File: src/rtl/pfs_pkg.sv
// Shared constants, types and state layout for the power fault supervisor.
//
// Contract
// - Over-power timer starts when peak exceeds threshold
// - Timer of 160 ms expires: stop, recovery delay
// - Output sense hysteresis picks high or low threshold set
// - Maximum peak level is four thirds of threshold
// - Peak command clamped to the maximum level
// - At supply off, short check starts recovery
// - No short at supply off: plain undervoltage restart
// - Three consecutive over-current cycles trigger fault
// - No low-side pulses while any fault pends
// - Restart only after recovery then supply off
// - Reference not good ends switching, full restart
// - Die over-temperature starts undervoltage restart cycle
// - Still hot after cycle: repeat protection cycle
package pfs_pkg;

  // ----------------------------------------------------------------
  // Timing and widths
  // ----------------------------------------------------------------
  localparam int CLK_KHZ = 125000;                 // System clock rate in kHz
  localparam int OPP_TIME_MS = 160;                // Over-power persistence time
  localparam int FDR_TIME_MS = 1500;               // Fault recovery delay
  localparam int OPP_CYC = OPP_TIME_MS * CLK_KHZ;  // Longest time: exact here, no rounding needed
  localparam int FDR_CYC = FDR_TIME_MS * CLK_KHZ;  // Least time: exact here
  localparam int CNT_W = 28;                       // Holds both interval counts
  localparam int CODE_W = 10;                      // Current-sense threshold code width
  localparam int OCP_LIMIT = 3;                    // Consecutive over-current cycles to trip
  localparam int FLAG_W = 9;                       // Number of analog comparator flags

  // ----------------------------------------------------------------
  // Types
  // ----------------------------------------------------------------
  // Supervisor sequencing states
  typedef enum logic [2:0] {
    ST_IDLE,      // Supply below start level or waiting to start
    ST_RUN,       // Switching allowed
    ST_UVLO,      // Switching stopped, waiting for supply off
    ST_FDR,       // Recovery delay counting
    ST_FDR_DONE,  // Delay done, waiting for supply off
    ST_LATCH      // Latched fault, only reset clears it
  } sup_state_t;

  // Comparator flags from the analog front end
  typedef struct packed {
    logic cs_opp;      // Peak sense above over-power threshold
    logic cs_ocp;      // Current sense above over-current level
    logic vs_hi;       // Output sense above upper set level
    logic vs_lo;       // Output sense below lower set level
    logic vs_short;    // Output sense below short level
    logic ref_good;    // Reference above power-good level
    logic die_hot;     // Die temperature trip
    logic supply_off;  // Supply at its turn-off level
    logic supply_on;   // Supply at its turn-on level
  } flags_t;

  // Threshold code pair for the two threshold sets
  typedef struct packed {
    logic [CODE_W-1:0] high_set;  // Two-segment set
    logic [CODE_W-1:0] low_set;   // One-segment set
  } thr_pair_t;

  // Whole register state of the supervisor
  typedef struct packed {
    sup_state_t st;             // Sequencing state
    logic [CNT_W-1:0] opp_cnt;  // Over-power timer
    logic [CNT_W-1:0] fdr_cnt;  // Recovery timer
    logic [1:0] ocp_cnt;        // Consecutive over-current cycles
    logic ocp_seen;             // Exceedance seen in current cycle
    logic set_hi;               // High threshold set selected
    logic [CODE_W-1:0] thr;     // Active over-power threshold
    logic [CODE_W:0] max_lvl;   // Maximum controllable peak level
    logic [CODE_W:0] cmd;       // Clamped peak command
  } sup_regs_t;

  localparam sup_regs_t REGS_RST = '0;  // Idle, counters clear, low set
endpackage

File: src/rtl/flag_sync.sv
// Two-flop synchroniser bank for asynchronous comparator flags.
module flag_sync #(
  parameter int WIDTH = 1
) (
  input wire logic clk_sys_in,
  input wire logic rst_b_in,
  input wire logic [WIDTH-1:0] async_in,
  output logic [WIDTH-1:0] sync_out
);
  // ----------------------------------------------------------------
  // Synchroniser stages
  // ----------------------------------------------------------------
  logic [WIDTH-1:0] meta_r;  // First stage, read only by the second

  // Refused at elaboration: an empty bank has nothing to carry
  if (WIDTH < 1) begin
    $error("flag_sync WIDTH must be at least 1");
  end

  // Both stages clear on reset; flags read as inactive until settled
  always_ff @(posedge clk_sys_in or negedge rst_b_in) begin
    if (!rst_b_in) begin
      meta_r <= '0;
      sync_out <= '0;
    end else begin
      meta_r <= async_in;
      sync_out <= meta_r;
    end
  end
endmodule

File: src/rtl/power_fault_supervisor.sv
// Fault supervision: over-power timer, peak limit, over-current, short and shutdown sequencing.
module power_fault_supervisor
  import pfs_pkg::*;
#(
  parameter int OPP_CYCLES = pfs_pkg::OPP_CYC,  // Over-power persistence in clocks
  parameter int FDR_CYCLES = pfs_pkg::FDR_CYC   // Recovery delay in clocks
) (
  input wire logic clk_sys_in,
  input wire logic rst_b_in,                              // Supply undervoltage reset
  input wire pfs_pkg::flags_t flags_in,                   // Asynchronous comparator flags
  input wire pfs_pkg::thr_pair_t thr_codes_in,            // Threshold codes per set
  input wire logic [pfs_pkg::CODE_W:0] peak_cmd_in,       // Requested peak command
  input wire logic ocp_window_in,                         // After blanking, before demag end
  input wire logic cycle_end_in,                          // Low-side cycle completed pulse
  input wire logic auto_recovery_in,                      // High: auto-recovery, low: latch
  output logic low_side_gate_enable_out,                  // Low-side switching allowed
  output logic run_out,                                   // Run pin level
  output logic fault_pending_out,                         // Protection fault pending
  output logic opp_set_hi_out,                            // High threshold set active
  output logic [pfs_pkg::CODE_W-1:0] over_power_threshold_out,
  output logic [pfs_pkg::CODE_W:0] max_peak_current_level_out,
  output logic [pfs_pkg::CODE_W:0] peak_cmd_out           // Clamped peak command
);
  import pfs_pkg::*;

  // ----------------------------------------------------------------
  // Parameter checks
  // ----------------------------------------------------------------
  // Refused at elaboration: the timers must fit their counters
  if (OPP_CYCLES < 2 || OPP_CYCLES >= (1 << CNT_W)) begin
    $error("OPP_CYCLES out of range");
  end
  if (FDR_CYCLES < 2 || FDR_CYCLES >= (1 << CNT_W)) begin
    $error("FDR_CYCLES out of range");
  end

  localparam logic [CNT_W-1:0] OPP_LAST = CNT_W'(OPP_CYCLES - 1);  // Final timer count
  localparam logic [CNT_W-1:0] FDR_LAST = CNT_W'(FDR_CYCLES - 1);
  localparam logic [1:0] OCP_LAST = 2'(OCP_LIMIT - 1);             // Count before trip

  // ----------------------------------------------------------------
  // Signals
  // ----------------------------------------------------------------
  flags_t f;             // Synchronised flags
  sup_regs_t s_r;        // Registered state
  sup_regs_t s_nxt;      // Next state
  logic opp_expire;      // Over-power persisted full time
  logic ocp_trip;        // Third consecutive over-current cycle
  logic short_seen;      // Output short or peak above over-power threshold
  logic protect_fault;   // Any fault asking for the recovery delay

  // Comparator flags cross into the clock domain here
  flag_sync #(
    .WIDTH(FLAG_W)
  ) u_flag_sync (
    .clk_sys_in(clk_sys_in),
    .rst_b_in(rst_b_in),
    .async_in(flags_in),
    .sync_out(f)
  );

  // ----------------------------------------------------------------
  // Fault detection terms
  // ----------------------------------------------------------------
  // Decodes shared by the next-state logic and the checks
  always_comb begin
    opp_expire = (s_r.st == ST_RUN) && f.cs_opp && (s_r.opp_cnt == OPP_LAST);
    ocp_trip = (s_r.st == ST_RUN) && cycle_end_in && (s_r.ocp_seen || (f.cs_ocp && ocp_window_in))
               && (s_r.ocp_cnt == OCP_LAST);
    short_seen = f.cs_opp || f.vs_short;
    protect_fault = opp_expire || ocp_trip || ((s_r.st == ST_RUN) && f.supply_off && short_seen);
  end

  // ----------------------------------------------------------------
  // Next-state logic
  // ----------------------------------------------------------------
  always_comb begin
    s_nxt = s_r;

    // Threshold set hysteresis: between the levels the set holds
    if (f.vs_hi) begin
      s_nxt.set_hi = 1'b1;
    end else if (f.vs_lo) begin
      s_nxt.set_hi = 1'b0;
    end
    s_nxt.thr = s_r.set_hi ? thr_codes_in.high_set : thr_codes_in.low_set;
    // Fixed ratio of four thirds, whichever set is active
    s_nxt.max_lvl = {1'b0, s_r.thr} + (CODE_W + 1)'({1'b0, s_r.thr} / (CODE_W + 1)'(3));
    // Command may reach but never pass the registered limit
    s_nxt.cmd = (peak_cmd_in > s_r.max_lvl) ? s_r.max_lvl : peak_cmd_in;

    // Over-power timer only runs while switching and above threshold
    if ((s_r.st == ST_RUN) && f.cs_opp) begin
      if (s_r.opp_cnt != OPP_LAST) begin
        s_nxt.opp_cnt = s_r.opp_cnt + CNT_W'(1);
      end
    end else begin
      s_nxt.opp_cnt = '0;
    end

    // Over-current tracking per low-side cycle
    if (s_r.st != ST_RUN) begin
      s_nxt.ocp_cnt = '0;
      s_nxt.ocp_seen = 1'b0;
    end else if (cycle_end_in) begin
      if (s_r.ocp_seen || (f.cs_ocp && ocp_window_in)) begin
        s_nxt.ocp_cnt = (s_r.ocp_cnt == OCP_LAST) ? s_r.ocp_cnt : s_r.ocp_cnt + 2'd1;
      end else begin
        s_nxt.ocp_cnt = '0;
      end
      s_nxt.ocp_seen = 1'b0;
    end else if (f.cs_ocp && ocp_window_in) begin
      s_nxt.ocp_seen = 1'b1;
    end

    // Recovery timer is only cleared when a protection fault leaves the run state
    if (s_r.st == ST_FDR && s_r.fdr_cnt != FDR_LAST) begin
      s_nxt.fdr_cnt = s_r.fdr_cnt + CNT_W'(1);
    end

    // Sequencing
    case (s_r.st)
      ST_IDLE: begin
        // Start needs supply up, reference released and die cool
        if (f.supply_on) begin
          if (!f.ref_good || f.die_hot) begin
            s_nxt.st = ST_UVLO;
          end else begin
            s_nxt.st = ST_RUN;
          end
        end
      end
      ST_RUN: begin
        if (!f.ref_good || f.die_hot) begin
          s_nxt.st = ST_UVLO;
        end else if (protect_fault) begin
          s_nxt.fdr_cnt = '0;
          s_nxt.st = auto_recovery_in ? ST_FDR : ST_LATCH;
        end else if (f.supply_off) begin
          s_nxt.st = ST_IDLE;
        end
      end
      ST_UVLO: begin
        // Wait for the supply to collapse; restart is a fresh cycle
        if (f.supply_off) begin
          s_nxt.st = ST_IDLE;
        end
      end
      ST_FDR: begin
        if (s_r.fdr_cnt == FDR_LAST) begin
          s_nxt.st = ST_FDR_DONE;
        end
      end
      ST_FDR_DONE: begin
        if (f.supply_off) begin
          s_nxt.st = ST_IDLE;
        end
      end
      ST_LATCH: begin
        s_nxt.st = ST_LATCH;  // Held until undervoltage reset
      end
      default: begin
        s_nxt.st = ST_IDLE;
      end
    endcase
  end

  // ----------------------------------------------------------------
  // State register
  // ----------------------------------------------------------------
  always_ff @(posedge clk_sys_in or negedge rst_b_in) begin
    if (!rst_b_in) begin
      s_r <= REGS_RST;
    end else begin
      s_r <= s_nxt;
    end
  end

  // ----------------------------------------------------------------
  // Outputs, all decoded from registered state
  // ----------------------------------------------------------------
  // Only the run state may pulse; faults get no trial pulses
  assign low_side_gate_enable_out = (s_r.st == ST_RUN);
  assign run_out = (s_r.st == ST_RUN);
  assign fault_pending_out = (s_r.st == ST_FDR) || (s_r.st == ST_FDR_DONE) || (s_r.st == ST_LATCH);
  assign opp_set_hi_out = s_r.set_hi;
  assign over_power_threshold_out = s_r.thr;
  assign max_peak_current_level_out = s_r.max_lvl;
  assign peak_cmd_out = s_r.cmd;
endmodule

File: config.mk
export PLATFORM = sky130hd
export DESIGN_NAME = power_fault_supervisor
export DESIGN_NICKNAME = d
export VERILOG_FILES = /design/src/rtl/pfs_pkg.sv /design/src/rtl/flag_sync.sv /design/src/rtl/power_fault_supervisor.sv
export SDC_FILE = /design/constraint.sdc
export NUM_CORES = 1
export LEC_CHECK = 0
export ABC_AREA = 0
export BUFFER_PORTS_ARGS = -buffer_cell sky130_fd_sc_hd__buf_2
export CORE_MARGIN = 2
export CORE_UTILIZATION = 45
export DETAILED_ROUTE_END_ITERATION = 10
export GPL_TIMING_DRIVEN = 0
export PLACE_DENSITY_LB_ADDON = 0.3
export SETUP_SLACK_MARGIN = 0.1
export SYNTH_ARGS = -nofsm -noshare
export SYNTH_HDL_FRONTEND = slang
export SYNTH_SLANG_ARGS = --single-unit
File: constraint.sdc
create_clock -name clk_sys_in -period 8.92 [get_ports clk_sys_in]
set_clock_uncertainty 0.2 [all_clocks]
set_input_delay 1.784 -clock clk_sys_in [delete_from_list [all_inputs] [get_ports clk_sys_in]]
set_output_delay 1.784 -clock clk_sys_in [all_outputs]
set_load 0.05 [all_outputs]
==> results of run 1 <==
-- state kept, by name (all words and copies together) (netlist names) --
register and count:
s_r 62, over_power_threshold_out 10, u_flag_sync.meta_r 9, peak_cmd_out 11
max_peak_current_level_out 11, opp_set_hi_out 1, u_flag_sync.sync_out 9
-- metrics by stage --
stage / area (um2) / setup WS, ns / hold slack [ns] / power (W) / std cells
after floorplan: 6340 / 3.603 / 0.1312 / 0.001068 / 641
after global placement: 6965 / 3.159 / 0.1339 / 0.001181 / 901
after detailed placement: 6995 / 3.123 / 0.1362 / 0.001196 / 902
after CTS: 7599 / 3.093 / 0.1474 / 0.001891 / 933
after global routing: 7599 / 2.685 / 0.1502 / 0.001965 / 933
final: 7599 / 3.082 / 0.1450 / 0.001868 / 933
-- how the worst max path moves through the flow --
stage                                                      from                                       end  slack [ns]  depth (start not counted)
after global routing      over_power_threshold_out[7]$_DFF_PN0_  max_peak_current_level_out[10]$_DFF_PN0_        2.69                         25
after CTS                 over_power_threshold_out[7]$_DFF_PN0_  max_peak_current_level_out[10]$_DFF_PN0_        3.09                         25
final                     over_power_threshold_out[7]$_DFF_PN0_  max_peak_current_level_out[10]$_DFF_PN0_        3.08                         25
after detailed placement  over_power_threshold_out[7]$_DFF_PN0_  max_peak_current_level_out[10]$_DFF_PN0_        3.12                         25
after global placement    over_power_threshold_out[7]$_DFF_PN0_  max_peak_current_level_out[10]$_DFF_PN0_        3.16                         25
after floorplan           over_power_threshold_out[7]$_DFF_PN0_  max_peak_current_level_out[10]$_DFF_PN0_        3.60                         25
-- cell usage in the layout (no fill, tap or decap), types with 4 or more instances in the layout --
cell and n:
mux2i_1 4, and2_1 8, nor2_1 78, dfrtp_1 113, nand3_1 33, clkinv_4 5, or3_1 6, buf_4 38
ha_1 24, o21ai_0 17, a21oi_1 22, buf_2 88, clkbuf_16 17, a21o_1 5, and3_1 12, nand3b_1 7
nand4_1 11, nor3_1 13, nor4_1 9, nand2b_1 4, xor2_1 31, o311a_1 4, xnor2_1 27, and4_1 7
clkbuf_1 9, nor2b_1 6, mux2_2 21, nand2_1 41, inv_1 26
-- metal layers --
layer	track usage [%]	wire length (um)	vias up
li1	-	-	2395
met1	23.12	5724	2344
met2	29.35	6322	134
met3	5.251	620	26
met4	7.830	284	0
met5	0	0	-
-- cells by family (layout without fill, tap and decap cells) --
family / count (synthesis) / after routing / synth area share [%]
buf+inv: 86 / 198 / 7.815
compound gates: 79 / 79 / 8.921
mux: 26 / 26 / 4.717
fa+ha+maj: 26 / 26 / 5.210
xor+xnor: 58 / 58 / 8.013
flops: 113 / 113 / 44.60
simple gates: 253 / 253 / 20.72
-- power groups by stage --
stage,sequential [W],clock [W],combinational [W]
after floorplan,0.000598,0,0.000469
after global placement,0.000610,0,0.000571
after detailed placement,0.000611,0,0.000585
after CTS,0.000603,0.000702,0.000587
after global routing,0.000608,0.000726,0.000631
final,0.000602,0.000685,0.000582
-- worst max-delay path: cells and delay by family (launching register included) --
family,cells,cell delay [ns]
fa+ha+maj,4,1.31
compound gates,10,1.75
buf+inv,2,0.31
simple gates,8,1.25
flops,1,0.40
mux,1,0.46
-- area by class of cell --
cell class              instances  area share, %
multi-input cells             442          39.70
flip-flops and latches        113          37.21
clock buffers                  18          5.780
repair buffers                 81          5.664
plain buffers                  59          5.187
well taps                     180          2.964
clock inverters                13          2.157
inverters                      27          1.334
==> flow_metrics.env, run 1 <==
export IMPL_status="completed"
export IMPL_cts_made_buffers=17
export IMPL_via_per_inst=5.251
export IMPL_cts_tree="yes"
export IMPL_drc_errors=0
export IMPL_ys_types=63
export IMPL_drt_iter0_markers=320
export IMPL_clock_latency_ns=0.41
export IMPL_path_class="reg2reg"
export IMPL_die_area_mm2=0.01505
export IMPL_r2r_worst_path_cells=25
export IMPL_synth_top_area_share_pct=44.60
export IMPL_vias=4899
export IMPL_regArea_mm2=0.002828
export IMPL_synthTopCellsByArea="dfrtp_1, ha_1, nor2_1, buf_4, xor2_1"
export IMPL_cts_htree_levels=4
export IMPL_wl_per_cell_um=13.88
export IMPL_rsz0062_at_grt="no"
export IMPL_nNetsFinal=811
export IMPL_slew_headroom_pct=45.79
export IMPL_synth_nets=711
export IMPL_crit_fanout=8
export IMPL_fp_dieH_um=122.7
export IMPL_hold_viol_final=0
export IMPL_start_util_pct=45.85
export IMPL_r2r_setup_slack_ns=3.08
export IMPL_syn_avg_cell_area_um2=9.891
export IMPL_setup_viol=0
export IMPL_post_route_period_util_pct=65.45
export IMPL_core_area_mm2=0.01383
export IMPL_ys_flop_type="dfrtp_1"
export IMPL_post_cts_setup_buffer_count=0
export IMPL_synth_seq_area_share_pct=44.60
export IMPL_drtPass1Iterations=5
export IMPL_portBuffers=80
export IMPL_grt_pass1_vias=4921
export IMPL_arrival_ns=5.92
export IMPL_power_frac_seq_pct=32.2
export IMPL_antenna_found_initial=0
export IMPL_yosysTopAreaCell="dfrtp_1"
export IMPL_cts_clk_slew_worst_paths_ns=0.05
export IMPL_r2r_end="max_peak_current_level_out[10]$_DFF_PN0_"
export IMPL_multi_input_area_mm2=0.003017
export IMPL_swShare_pct=33.82
export IMPL_grt_overflow=0
export IMPL_die_w_um=122.7
export IMPL_startpoint_type="flop"
export IMPL_area_growth_pct=19.85
export IMPL_grt_usage_pct=18.33
export IMPL_p_int_w=0.001237
export IMPL_ant_nets=0
export IMPL_hold_end="u_flag_sync.sync_out[5]$_DFF_PN0_"
export IMPL_ir_drop_v=0.0001516
export IMPL_synth_edf_count=0
export IMPL_fmax_mhz=171.3
export IMPL_slew_viol_final=0
export IMPL_p_clk_share_pct=36.7
export IMPL_fp_row_count=43
export IMPL_synthCells=641
export IMPL_root_buffer="clkbuf_16"
export IMPL_io_pins=81
export IMPL_cts_sinks=113
export IMPL_combPwrFrac_pct=31.1
export IMPL_cts_resized_gates=0
export IMPL_hold_buffers=0
export IMPL_dp_hpwl_mm=9.409
export IMPL_power_leakage_nw=3.487
export IMPL_grt_max_degree=71
export IMPL_slowest_stage="mux4_2"
export IMPL_ys_ff_latch=113
export IMPL_maxCapViolations=0
export IMPL_finalCriticalPeriod_ns=5.838
export IMPL_n_antenna_cell=0
export IMPL_synth_commonest_cells="dfrtp_1, nor2_1, nand2_1, buf_4, nand3_1"
export IMPL_cts_buffer_depth=2
export IMPL_netSwitchingPower_w=0.0006319
export IMPL_powerDensity_mw_per_mm2=245.9
export IMPL_worst_pin_slew_ns=0.8069
export IMPL_synth_most_common_cell="dfrtp_1"
export IMPL_cp_slowest_stage_delay_ns=0.46
export IMPL_min_from="u_flag_sync.meta_r[5]$_DFF_PN0_"
export IMPL_crit_path_end_kind="flop"
export IMPL_async_flop_share_pct=100.0
export IMPL_critical_path_required_ns=9.00
export IMPL_drive_gt1_share_pct=25.76
export IMPL_grt_pass1_wl_mm=21.87
export IMPL_hp_class="reg2reg"
export IMPL_place_gp_congestion=0.8365
export IMPL_critPathMostFrequentCell="a21oi_1"
export IMPL_wirelength_mm=12.95
export IMPL_whs_path_depth=0
export IMPL_utilization_pct=54.95
export IMPL_yosysWarnings=0
export IMPL_finalSetupTns_ns=0
export IMPL_num_fill_cells=1177
export IMPL_syn_cell_area_mm2=0.006340
export IMPL_crit_reg2reg_launch="over_power_threshold_out[7]$_DFF_PN0_"
No activity file was read; power rests on OpenSTA's default activity.
==> inputs of run 2 (changes only) <==
==> constraint.sdc (replaced) <==
create_clock -name clk_sys_in -period 5.3 [get_ports clk_sys_in]
set_clock_uncertainty 0.2 [all_clocks]
set_input_delay 1.06 -clock clk_sys_in [delete_from_list [all_inputs] [get_ports clk_sys_in]]
set_output_delay 1.06 -clock clk_sys_in [all_outputs]
set_load 0.05 [all_outputs]
==> flow_metrics.env, run 2 (synthesized netlist as in run 1, its figures left out) <==
export IMPL_status="completed"
export IMPL_nNetsFinal=833
export IMPL_startpoint_type="flop"
export IMPL_hp_class="reg2reg"
export IMPL_place_gp_congestion=0.8363
export IMPL_drive_gt1_share_pct=30.93
export IMPL_via_per_inst=5.276
export IMPL_fin_hold_ws_ns=0.1500
export IMPL_crit_path_end_kind="flop"
export IMPL_pre_cts_ws_ns=-0.3944
export IMPL_setup_viol=0
export IMPL_fp_dieH_um=122.7
export IMPL_top_layer="met4"
export IMPL_finalCriticalPeriod_ns=5.153
export IMPL_cts_clk_slew_worst_paths_ns=0.05
export IMPL_clock_latency_ns=0.42
export IMPL_hold_viol_final=0
export IMPL_cts_buffer_depth=2
export IMPL_whs_path_depth=0
export IMPL_wirelength_mm=13.77
export IMPL_drt_iter0_markers=339
export IMPL_routed_wl_met3_um=482
export IMPL_layout_common_cells="dfrtp_1, buf_2, nor2_1"
export IMPL_wl_met1_mm=5.891
export IMPL_cts_tree="yes"
export IMPL_io_pins=81
export IMPL_grt_pass1_wl_mm=22.97
export IMPL_ant_nets=0
export IMPL_power_leakage_nw=3.629
export IMPL_r2r_worst_path_cells=25
export IMPL_fp_row_count=43
export IMPL_cts_htree_levels=4
export IMPL_mostFrequentLayoutCell="dfrtp_1"
export IMPL_drc_errors=0
export IMPL_post_route_period_util_pct=97.22
export IMPL_worst_pin_slew_ns=0.8129
export IMPL_worst_slack_ns=0.1472
export IMPL_critical_path_required_ns=5.44
export IMPL_area_growth_pct=25.68
export IMPL_regMostFlops="s_r"
export IMPL_grt_max_degree=70
export IMPL_cts_sinks=113
export IMPL_path_class="reg2reg"
export IMPL_num_fill_cells=1133
export IMPL_start_util_pct=45.85
export IMPL_core_area_mm2=0.01383
export IMPL_root_buffer="clkbuf_16"
export IMPL_vias=5049
export IMPL_maxCapViolations=0
export IMPL_antenna_found_initial=0
export IMPL_drtPass1Iterations=4
export IMPL_crit_fanout=8
export IMPL_finalSetupTns_ns=0
export IMPL_hold_buffers=0
export IMPL_dr_wl_met2_mm=7.083
export IMPL_arrival_ns=5.29
export IMPL_wl_per_cell_um=14.39
export IMPL_largest_reg_flops=62
export IMPL_grt_usage_pct=19.61
export IMPL_cts_made_buffers=17
export IMPL_fmax_mhz=194.1
export IMPL_slew_headroom_pct=45.39
export IMPL_portBuffers=80
export IMPL_grt_pass1_vias=5049
export IMPL_grt_overflow=0
export IMPL_die_area_mm2=0.01505
export IMPL_slew_viol_final=0
export IMPL_dp_hpwl_mm=9.570
export IMPL_die_w_um=122.7
export IMPL_rsz0062_at_grt="yes"
export IMPL_ir_drop_v=0.0002344
export IMPL_powerDensity_mw_per_mm2=420.6
==> run 2: cell type report <==
class	count	area, um2	area share (%)
repair buffers	103	599.3	7.522
clock inverters	13	196.4	2.465
diodes	1	2.502	0.03141
inverters	27	106.4	1.335
multi-input cells	442	3153	39.57
flip-flops and latches	113	2829	35.51
clock buffers	19	452.9	5.685
plain buffers	59	402.9	5.057
well taps	180	225.2	2.827
==> run 2: critical path: stages (launching register included) <==
cell	delay [ns]
dfrtp_1	0.36
buf_6	0.13
or3b_4	0.38
a221oi_2	0.23
a211o_1	0.21
nor3_4	0.09
buf_6	0.14
inv_6	0.05
nand2_1	0.05
mux4_2	0.48
ha_4	0.30
nand2_4	0.05
nand3_4	0.10
ha_4	0.20
and2_4	0.15
and4bb_2	0.29
nor3_2	0.05
ha_2	0.21
fa_2	0.38
a21o_1	0.18
a21oi_2	0.16
o21bai_1	0.11
a21oi_2	0.15
o21bai_1	0.11
a21oi_2	0.18
xnor2_1	0.12
==> run 2: per-stage QoR <==
step	instances	power, W	util [%]	area [um2]
5_1_grt	956	0.003526	57.61	7965
6_report	957	0.003351	57.62	7968
4_1_cts	948	0.003335	56.54	7818
3_5_place_dp	902	0.002021	50.71	7012
2_1_floorplan	641	0.001805	-	6356
3_3_place_gp	901	0.001995	50.49	6982
==> run 2: what timing repair did <==
item,CTS,global route
pin swaps,9,18
setup endpoints to repair,5,6
setup buffers,14,8
gates resized for setup,11,21
==> run 2: power by group <==
part / internal [W] / leakage [nW] / total (W) / switching, W
Clock: 0.000819 / 0.311 / 0.00124 / 0.000420
Sequential: 0.000954 / 1.44 / 0.00101 / 0.0000551
Combinational: 0.000456 / 1.88 / 0.00110 / 0.000647
Total: 0.00223 / 3.63 / 0.00335 / 0.00112
==> run 2: final timing paths <==
check	from	to	slack (ns)
worst max register to register	over_power_threshold_out[7]$_DFF_PN0_	max_peak_current_level_out[8]$_DFF_PN0_	0.15
worst max-delay path	over_power_threshold_out[7]$_DFF_PN0_	max_peak_current_level_out[8]$_DFF_PN0_	0.15
worst min-delay path	u_flag_sync.meta_r[6]$_DFF_PN0_	u_flag_sync.sync_out[6]$_DFF_PN0_	0.15
min in group asynchronous	rst_b_in	s_r[33]$_DFFE_PN0P_	0.44
max in group asynchronous	rst_b_in	over_power_threshold_out[8]$_DFF_PN0_	3.71
worst min register to register	u_flag_sync.meta_r[6]$_DFF_PN0_	u_flag_sync.sync_out[6]$_DFF_PN0_	0.15
==> run 2: per-layer routing <==
| metal | track usage [%] | vias up |
|---|---|---|
| met5 | 0 | - |
| met4 | 9.698 | 0 |
| met3 | 4.833 | 26 |
| met2 | 32.49 | 114 |
| met1 | 23.76 | 2458 |
| li1 | - | 2451 |
